==> config.mk <==
export PLATFORM = sky130hd
export DESIGN_NAME = reload_capture_timer
export DESIGN_NICKNAME = d
export VERILOG_FILES = /design/src/timer3_pkg.sv /design/src/tick_gen.sv /design/src/edge_sync.sv /design/src/reload_capture_timer.sv
export SDC_FILE = /design/constraint.sdc
export NUM_CORES = 1
export LEC_CHECK = 0
export BUFFER_PORTS_ARGS = -buffer_cell sky130_fd_sc_hd__buf_2
export CORE_MARGIN = 5
export CORE_UTILIZATION = 56
export CTS_CLUSTER_DIAMETER = 150
export DETAILED_ROUTE_END_ITERATION = 6
export PLACE_DENSITY = 0.9
export SKIP_CTS_REPAIR_TIMING = 1
export SYNTH_ARGS = -nofsm -noshare
export SYNTH_HDL_FRONTEND = slang
export SYNTH_HIERARCHICAL = 1
export SYNTH_SLANG_ARGS = --single-unit
==> constraint.sdc <==
create_clock -name clk -period 6 [get_ports clk]
set_clock_uncertainty 0.15 [all_clocks]
set_input_delay 0.6 -clock clk [delete_from_list [all_inputs] [get_ports clk]]
set_output_delay 0.6 -clock clk [all_outputs]
set_load 0.02 [all_outputs]
==> src/timer3_pkg.sv <==
// constants for the reload/capture timer: register indices, field positions,
// prescaler ratios and bus decode positions.
// assumes a 32-bit AHB-Lite slave port, one aligned word per register.
//
// Functional notes
// RULE_01: both mode bits clear gives 16-bit reload timer
// RULE_02: 16-bit rollover loads reload, sets high flag
// RULE_03: 16-bit irq on full overflow, low if enabled
// RULE_04: split mode runs two 8-bit reload timers
// RULE_05: split: run bit gates high byte only
// RULE_06: otherwise run bit starts and stops whole timer
// RULE_07: per-byte select: system clock, else div12 or ext/8
// RULE_08: external divide-by-8 tick synchronised to clk
// RULE_09: low rollover always sets low flag
// RULE_10: split irq on high, either if low enabled
// RULE_11: flags cleared only by software write
// RULE_12: software reads both flags to find source
// RULE_13: source select: zero frame start, one slow-oscillator rise
// RULE_14: capture 16-bit: wrap, copy count, irq
// RULE_15: capture split: two 8-bit counters, copy both
// RULE_16: software keeps low irq enable clear in 16-bit
// RULE_17: control register read-write, resets to zero
// RULE_18: reload bytes hold reload or captured value
// RULE_19: count bytes expose the live count
// RULE_20: capture mode wraps freely without reloading

package timer3_pkg;

  // ==========================================================
  // register indices (byte address is four times the index)
  localparam logic [7:0] IDX_CONTROL = 8'h91;
  localparam logic [7:0] IDX_RELOAD_LOW = 8'h92;
  localparam logic [7:0] IDX_RELOAD_HIGH = 8'h93;
  localparam logic [7:0] IDX_COUNT_LOW = 8'h94;
  localparam logic [7:0] IDX_COUNT_HIGH = 8'h95;
  localparam logic [7:0] IDX_CLOCK_SELECT = 8'h96;

  // ==========================================================
  // timer_control_reg fields
  localparam int BIT_HIGH_FLAG = 7;
  localparam int BIT_LOW_FLAG = 6;
  localparam int BIT_LOW_IRQ_EN = 5;
  localparam int BIT_CAPTURE_EN = 4;
  localparam int BIT_SPLIT = 3;
  localparam int BIT_RUN = 2;
  localparam int BIT_CAP_SRC = 1;
  localparam int BIT_EXT_CLK = 0;

  // clock_select_reg fields
  localparam int BIT_LOW_CLK_SEL = 0;
  localparam int BIT_HIGH_CLK_SEL = 1;
  localparam int BIT_TIMER_IRQ_EN = 2;
  localparam int CLOCK_SELECT_WIDTH = 3;

  // ==========================================================
  // counting and prescaling
  localparam logic [7:0] BYTE_MAX = 8'hFF;
  localparam int SYSTEM_CLOCK_DIV = 12;
  localparam int EXT_DIV = 8;

  // ==========================================================
  // bus decode
  localparam int ADDR_IDX_LSB = 2;
  localparam int ADDR_IDX_MSB = 9;
  localparam int HTRANS_ACTIVE_BIT = 1;

endpackage : timer3_pkg

==> src/tick_gen.sv <==
// prescaler: system clock divided by twelve, and the external oscillator
// divided by eight after a two-flop synchroniser.
// assumes the external oscillator runs below half the system clock.
`timescale 1ns/1ps

module tick_gen
  import timer3_pkg::*;
#(
  parameter int SYS_DIV = SYSTEM_CLOCK_DIV,
  parameter int X_DIV = EXT_DIV
) (
  // clock and reset
  input wire logic clk,
  input wire logic nrst,
  // asynchronous oscillator pin
  input wire logic ext_osc,
  // one-cycle ticks
  output logic div12_tick,
  output logic ext_tick
);

  localparam int PW = $clog2(SYS_DIV);
  localparam int XW = $clog2(X_DIV);

  typedef struct packed {
    logic sync1;
    logic sync2;
    logic prev;
    logic [PW-1:0] pre;
    logic [XW-1:0] xcnt;
    logic div_tk;
    logic ext_tk;
  } tick_state_t;

  tick_state_t s;
  tick_state_t next_s;

  // ==========================================================
  // next state; sync1 feeds only sync2
  always_comb begin
    next_s = s;
    next_s.sync1 = ext_osc;
    next_s.sync2 = s.sync1;
    next_s.prev = s.sync2;
    next_s.div_tk = 1'b0;
    next_s.ext_tk = 1'b0;
    if (s.pre == PW'(SYS_DIV - 1)) begin
      next_s.pre = '0;
      next_s.div_tk = 1'b1;
    end else begin
      next_s.pre = s.pre + 1'b1;
    end
    // count synchronised rising edges of the oscillator [RULE_08]
    if (s.sync2 && !s.prev) begin
      if (s.xcnt == XW'(X_DIV - 1)) begin
        next_s.xcnt = '0;
        next_s.ext_tk = 1'b1;
      end else begin
        next_s.xcnt = s.xcnt + 1'b1;
      end
    end
  end

  always_ff @(posedge clk or negedge nrst) begin
    if (!nrst) begin
      s <= '0;
    end else begin
      s <= next_s;
    end
  end

  assign div12_tick = s.div_tk;
  assign ext_tick = s.ext_tk;

endmodule : tick_gen

==> src/edge_sync.sv <==
// two-flop synchroniser with a registered rising-edge pulse.
// assumes the input stays high at least one clock so it is seen.
`timescale 1ns/1ps

module edge_sync (
  // clock and reset
  input wire logic clk,
  input wire logic nrst,
  // asynchronous level in
  input wire logic async_in,
  // one-cycle pulse on each rising edge
  output logic rise
);

  typedef struct packed {
    logic sync1;
    logic sync2;
    logic prev;
    logic pulse;
  } edge_state_t;

  edge_state_t s;
  edge_state_t next_s;

  // ==========================================================
  // edge detect looks only at the second and third flops
  always_comb begin
    next_s.sync1 = async_in;
    next_s.sync2 = s.sync1;
    next_s.prev = s.sync2;
    next_s.pulse = s.sync2 & ~s.prev;
  end

  always_ff @(posedge clk or negedge nrst) begin
    if (!nrst) begin
      s <= '0;
    end else begin
      s <= next_s;
    end
  end

  assign rise = s.pulse;

endmodule : edge_sync

==> src/reload_capture_timer.sv <==
// sixteen-bit reload/capture timer with an AHB-Lite register slave.
// assumes a single master, word transfers only, and that the frame-start
// and low-frequency oscillator inputs come from outside this clock domain.
`timescale 1ns/1ps

module reload_capture_timer
  import timer3_pkg::*;
(
  // clock and reset
  input wire logic clk,
  input wire logic nrst,
  // AHB-Lite slave
  input wire logic hsel,
  input wire logic [31:0] haddr,
  input wire logic [1:0] htrans,
  input wire logic hwrite,
  input wire logic [2:0] hsize,
  input wire logic [31:0] hwdata,
  input wire logic hready,
  output logic hreadyout,
  output logic [31:0] hrdata,
  output logic hresp,
  // event and clock sources
  input wire logic sof_event,
  input wire logic low_frequency_oscillator,
  input wire logic ext_osc,
  // interrupt request level
  output logic timer_irq
);

  typedef struct packed {
    logic [7:0] ctrl;
    logic [CLOCK_SELECT_WIDTH-1:0] cksel;
    logic [7:0] reload_low_byte;
    logic [7:0] reload_high_byte;
    logic [7:0] count_low_byte;
    logic [7:0] count_high_byte;
    logic wr_pend;
    logic [7:0] wr_idx;
    logic [31:0] rdata;
    logic irq;
  } timer_state_t;

  timer_state_t s;
  timer_state_t next_s;

  // ==========================================================
  // helpers

  // per-byte source: system clock, else div12 or ext/8
  function automatic logic tick_pick(input logic sel, input logic xclk,
                                     input logic d12, input logic x8);
    tick_pick = sel ? 1'b1 : (xclk ? x8 : d12);
  endfunction : tick_pick

  // register read mux; unmapped reads as zero
  function automatic logic [7:0] read_mux(input timer_state_t st, input logic [7:0] idx);
    logic [7:0] v;
    v = '0;
    if (idx == IDX_CONTROL) begin
      v = st.ctrl;
    end else if (idx == IDX_RELOAD_LOW) begin
      v = st.reload_low_byte;
    end else if (idx == IDX_RELOAD_HIGH) begin
      v = st.reload_high_byte;
    end else if (idx == IDX_COUNT_LOW) begin
      v = st.count_low_byte;
    end else if (idx == IDX_COUNT_HIGH) begin
      v = st.count_high_byte;
    end else if (idx == IDX_CLOCK_SELECT) begin
      v = {{(8 - CLOCK_SELECT_WIDTH){1'b0}}, st.cksel};
    end
    read_mux = v;
  endfunction : read_mux

  // ==========================================================
  // tick and event sources
  logic div12_tick;
  logic ext_tick;
  logic sof_rise;
  logic slow_osc_rise;

  tick_gen i_tick_gen (
    .clk(clk),
    .nrst(nrst),
    .ext_osc(ext_osc),
    .div12_tick(div12_tick),
    .ext_tick(ext_tick)
  );

  edge_sync i_edge_sync_sof (
    .clk(clk),
    .nrst(nrst),
    .async_in(sof_event),
    .rise(sof_rise)
  );

  edge_sync i_edge_sync_slow_osc (
    .clk(clk),
    .nrst(nrst),
    .async_in(low_frequency_oscillator),
    .rise(slow_osc_rise)
  );

  // ==========================================================
  // counting, capture and register update
  logic split;
  logic capture;
  logic run;
  logic tick_l;
  logic tick_h;
  logic adv_l;
  logic adv_h;
  logic low_roll;
  logic high_roll;
  logic cap_ev;
  logic wr_ctrl;
  logic wr_count;
  logic wr_reload;
  logic take;

  always_comb begin
    next_s = s;
    split = s.ctrl[BIT_SPLIT];
    capture = s.ctrl[BIT_CAPTURE_EN];
    run = s.ctrl[BIT_RUN];
    tick_l = tick_pick(s.cksel[BIT_LOW_CLK_SEL], s.ctrl[BIT_EXT_CLK],
                       div12_tick, ext_tick); // [RULE_07]
    tick_h = tick_pick(s.cksel[BIT_HIGH_CLK_SEL], s.ctrl[BIT_EXT_CLK],
                       div12_tick, ext_tick); // [RULE_07]
    // low byte free-runs in split mode [RULE_05] [RULE_06]
    adv_l = tick_l & (split | run);
    low_roll = adv_l & (s.count_low_byte == BYTE_MAX);
    if (split) begin
      adv_h = tick_h & run; // [RULE_04] [RULE_05] [RULE_15]
      high_roll = adv_h & (s.count_high_byte == BYTE_MAX);
    end else begin
      adv_h = low_roll; // carry from low byte [RULE_01] [RULE_14]
      high_roll = low_roll & (s.count_high_byte == BYTE_MAX);
    end
    // reload only outside capture; capture wraps to zero [RULE_02] [RULE_04] [RULE_20]
    if (adv_l) begin
      if (low_roll && !capture && (split || high_roll)) begin
        next_s.count_low_byte = s.reload_low_byte;
      end else begin
        next_s.count_low_byte = s.count_low_byte + 1'b1;
      end
    end
    if (adv_h) begin
      if (high_roll && !capture) begin
        next_s.count_high_byte = s.reload_high_byte;
      end else begin
        next_s.count_high_byte = s.count_high_byte + 1'b1;
      end
    end
    // capture copies the live count [RULE_13] [RULE_14] [RULE_15] [RULE_18]
    cap_ev = capture & (s.ctrl[BIT_CAP_SRC] ? slow_osc_rise : sof_rise);
    if (cap_ev) begin
      next_s.reload_low_byte = s.count_low_byte;
      next_s.reload_high_byte = s.count_high_byte;
    end
    // data phase write; count write beats counting, capture beats reload write
    wr_ctrl = s.wr_pend & (s.wr_idx == IDX_CONTROL);
    wr_count = s.wr_pend & ((s.wr_idx == IDX_COUNT_LOW) | (s.wr_idx == IDX_COUNT_HIGH));
    wr_reload = s.wr_pend & ((s.wr_idx == IDX_RELOAD_LOW) | (s.wr_idx == IDX_RELOAD_HIGH));
    if (s.wr_pend) begin
      if (s.wr_idx == IDX_CONTROL) begin
        next_s.ctrl = hwdata[7:0]; // [RULE_17]
      end else if (s.wr_idx == IDX_CLOCK_SELECT) begin
        next_s.cksel = hwdata[CLOCK_SELECT_WIDTH-1:0];
      end else if (s.wr_idx == IDX_RELOAD_LOW && !cap_ev) begin
        next_s.reload_low_byte = hwdata[7:0]; // [RULE_18]
      end else if (s.wr_idx == IDX_RELOAD_HIGH && !cap_ev) begin
        next_s.reload_high_byte = hwdata[7:0]; // [RULE_18]
      end else if (s.wr_idx == IDX_COUNT_LOW) begin
        next_s.count_low_byte = hwdata[7:0];
      end else if (s.wr_idx == IDX_COUNT_HIGH) begin
        next_s.count_high_byte = hwdata[7:0];
      end
    end
    // hardware only sets flags; a set beats a same-cycle clear [RULE_09] [RULE_11]
    next_s.ctrl[BIT_HIGH_FLAG] = next_s.ctrl[BIT_HIGH_FLAG] | high_roll | cap_ev;
    next_s.ctrl[BIT_LOW_FLAG] = next_s.ctrl[BIT_LOW_FLAG] | low_roll;
    // interrupt level from the updated flags [RULE_03] [RULE_10] [RULE_14] [RULE_15]
    next_s.irq = next_s.cksel[BIT_TIMER_IRQ_EN] &
                 (next_s.ctrl[BIT_HIGH_FLAG] |
                  (next_s.ctrl[BIT_LOW_IRQ_EN] & next_s.ctrl[BIT_LOW_FLAG]));
    // address phase; read data taken from the updated state [RULE_19]
    take = hsel & hready & htrans[HTRANS_ACTIVE_BIT];
    next_s.wr_pend = take & hwrite;
    next_s.wr_idx = haddr[ADDR_IDX_MSB:ADDR_IDX_LSB];
    if (take && !hwrite) begin
      next_s.rdata = {24'h000000, read_mux(next_s, haddr[ADDR_IDX_MSB:ADDR_IDX_LSB])};
    end
  end

  // reset clears every register, control included [RULE_17]
  always_ff @(posedge clk or negedge nrst) begin
    if (!nrst) begin
      s <= '0;
    end else begin
      s <= next_s;
    end
  end

  // zero wait states, always OKAY
  assign hreadyout = 1'b1;
  assign hresp = 1'b0;
  assign hrdata = s.rdata;
  assign timer_irq = s.irq;
endmodule : reload_capture_timer

==> flow_summary.toml <==
[critical_path]
slowest_delay_ns = 0.58
cp-end-kind = "flop"
cp_cell_sequence = "mux2i_1 -> nand2b_1 -> buf_4 -> nand4_4 -> mux2i_1 -> a21oi_1 -> a211oi_1 -> a22oi_1"
cp_slowest_cell = "mux2i_1"
crit_path_start_kind = "flop"
crit_fanout = 16
r2r_slack_ns = 2.84
critPathMostFrequentCell = "mux2i_1"
crit_required_ns = 6.09
cp.arrival_ns = 3.25
critical_path_class = "flop to flop"

[sta]
final_max_slew_viol_count = 0
max_freq_mhz = 316
finalWorstSetupSlack_ns = 2.84
timing.setup.tns_ns = 0
final_hold_viol_count = 0
rsz0062_at_grt = "false"
post-route-period-util_pct = 52.7
min_period_ns = 3.16
tightestPinTransition_ns = 1.02
setup_viol_count_final = 0
relSlewSlack_pct = 32.3

[yosys]
synth-seq-cells = 81
yosysUniqueCellTypes = 75
async_flop_share_pct = 100
syn-instance-count = 485
seq_area_frac_synth_pct = 43.3
syn_avg_cell_area_um2 = 9.65
ys.flop_type = "dfrtp_1"
synth_area_um2 = 4680
yosysWarnings = 6
synth-edff-count = 0

[floorplanning]
initial_core_util_pct = 57.3
die_w_um = 101
io_pins = 112
die-height_um = 101
core_um2 = 8180
dieArea_um2 = 10300
rows = 33

[global_route]
grt_util_all_layers_pct = 24.4
grt_max_degree = 82
grt_overflow = 0
grt_pass1_wl_um = 19500
grt_pass1_vias = 3891
grt_antenna_before_repair = 0

[clock_tree]
cts_max_level = 3
cts.sinks = 81
clk_transition_reported_paths_ns = 0.09
clock_path_buffers = 2
numCtsBuffers = 9
cts_tree = "built"
root_buffer = "clkbuf_8"
clkLatencyLatePin_ns = 0.37

[routing]
finalWirelength_um = 11800
remaining_drc_errors = 0
ant_nets = 0
via_per_inst = 6.46
first_iter_violations = 540
vias = 3945
dr.pass1.iters = 5
wire_per_inst_um = 19.4

[finish]
drive_above_1_share_pct = 16.8
syn2layout_area_growth_pct = 4.94
fill_cells = 705
seqCellArea_um2 = 2030
utilization_pct = 60.1
finalNonFillerCells = 611
antenna_cells = 0
nets = 583
multiInputGateArea_um2 = 2340

[power]
cellLeakagePower_nw = 2.20
vdd_drop_max_uv = 173
p_per_area_nw_per_um2 = 316

[run]
maxCapViolations = 0

[place]
numPortBuffers = 33
dp_cells = 595
dpl.hpwl_um = 8770
place_congestion = 1.03
dp_slack_ns = 2.98

[outcome]
status = "finished, final reports clean"

[min_path]
min_path_type = "input pin to flop"
## routing by layer
| metal | global-route usage (%) | wire length (um) | share of wire, % | vias to the layer above |
|---|---|---|---|---|
| met1 | 31.9 | 4600 | 39 | 1852 |
| met2 | 38.3 | 5540 | 47 | 299 |
| li1 | - | - | - | 1733 |
| met4 | 10.9 | 423 | 3.6 | 0 |
| met3 | 6.13 | 1280 | 11 | 61 |
| met5 | 0 | 0 | 0 | - |
## state kept, by name, summed over array words and instances (netlist names)
register / count
s: 50
i_edge_sync_slow_osc/rise: 1
i_tick_gen/div12_tick: 1
i_edge_sync_slow_osc/s: 1
i_edge_sync_sof/s: 1
timer_irq: 1
hrdata: 8
capture: 1
i_tick_gen/ext_tick: 1
i_tick_gen/next_s: 2
i_tick_gen/s: 8
i_edge_sync_slow_osc/next_s: 2
run: 1
i_edge_sync_sof/next_s: 2
i_edge_sync_sof/rise: 1
## logic make-up (layout without fill, tap and decap cells)
group                      count (synthesis)  count (layout)  synth area share [%]
buffers and inverters                     63              60                  8.66
AOI/OAI and AO/OA                        114             114                  16.2
DFF                                       81              81                  43.3
other                                      2              26                 0.160
xor gates and xnor gates                   1               1                 0.187
muxes                                     42              42                  9.73
adders and majority gates                  5               5                  1.34
and+or+nand+nor                          177             177                  20.4
## critical path: cells and delay by family (launching register included)
kind                   cells  cell delay [ns]
muxes                      2             0.97
DFF                        1             0.36
and+or+nand+nor            2             0.68
AOI/OAI and AO/OA          3             0.52
buffers and inverters      1             0.35
## synthesized netlist by cell type (all sizes together) (2+ instances only)
master,instances,share of area [%]
nand3,19,2.1
o211ai,2,0.32
nor4,2,0.27
o2111ai,2,0.51
nor3,8,1.2
o21a,2,0.32
nor3b,3,0.59
o21ai,15,1.6
nand2,41,3.3
and4bb,3,0.80
a21o,2,0.32
a211oi,6,0.96
conb,2,0.16
o31a,2,0.37
ha,5,1.3
and3b,2,0.37
o21bai,2,0.32
inv,10,0.80
or2,2,0.27
mux2i,26,5.6
and4,3,0.61
dfrtp,81,43
a22oi,3,0.48
buf,45,7.2
o221ai,3,0.56
and2,8,1.1
a41oi,2,0.37
nand4,7,1.4
a221oi,4,0.75
nand2b,4,0.53
a21oi,37,4.0
nor2b,8,1.5
nor2,55,4.5
a31oi,8,1.1
mux2,16,4.2
o41ai,2,0.37
and3,8,1.1
clkbuf,8,0.64
o22ai,8,1.1
## cell type report
| cell class | count | share of cell area [%] |
|---|---|---|
| timing repair buffer | 34 | 3.57 |
| clock buffer | 9 | 2.52 |
| clock inverter | 7 | 1.60 |
| tap | 105 | 2.67 |
| multi-input combinational | 365 | 47.6 |
| sequential | 81 | 41.3 |
| inverter | 10 | 0.764 |
## stage by stage
| stage | hold WS (ns) | power [mW] | cell area, um2 |
|---|---|---|---|
| 6_report | 0.188 | 1.55 | 4910 |
| 5_1_grt | 0.175 | 1.64 | 4910 |
| 4_1_cts | 0.186 | 1.55 | 4910 |
| 3_5_place_dp | 0.190 | 1.14 | 4710 |
| 3_3_place_gp | 0.185 | 1.11 | 4710 |
| 2_1_floorplan | 0.154 | 1.03 | 4770 |
## worst paths after layout
kind                            cells after the start                       from                        end
max in group asynchronous                           1                       nrst                      s[35]
min in group asynchronous                           1                       nrst                      s[69]
worst max register to register                      8                      s[78]                  hrdata[4]
worst min register to register                      0  i_edge_sync_sof/next_s[2]  i_edge_sync_sof/next_s[1]
worst min-delay path                                1                    ext_osc      i_tick_gen/next_s[10]
worst max-delay path                                8                      s[78]                  hrdata[4]
## cell usage in the layout (no fill, tap or decap), types with 4 or more instances in the layout
cell       n
dfrtp_1   81
nor2_1    54
nand2_1   41
a21oi_1   36
buf_2     32
mux2i_1   26
conb_1    26
nand3_1   18
o21ai_0   15
mux2_2    12
inv_1     10
clkbuf_8   9
o22ai_1    8
and3_1     8
a31oi_1    8
and2_1     7
a211oi_1   6
nor3_1     6
nor2b_1    5
nand4_1    5
ha_1       5
nand2b_1   4
mux2_4     4
a221oi_1   4
## where the power goes
part           leakage (nW)  total, mW  switching [mW]  internal [mW]
combinational          1.14      0.376           0.218          0.159
clock                0.0977      0.415           0.218          0.196
sequential            0.967      0.760           0.108          0.652
total                  2.20       1.55           0.544           1.01
No activity file was read; power rests on OpenSTA's default activity.
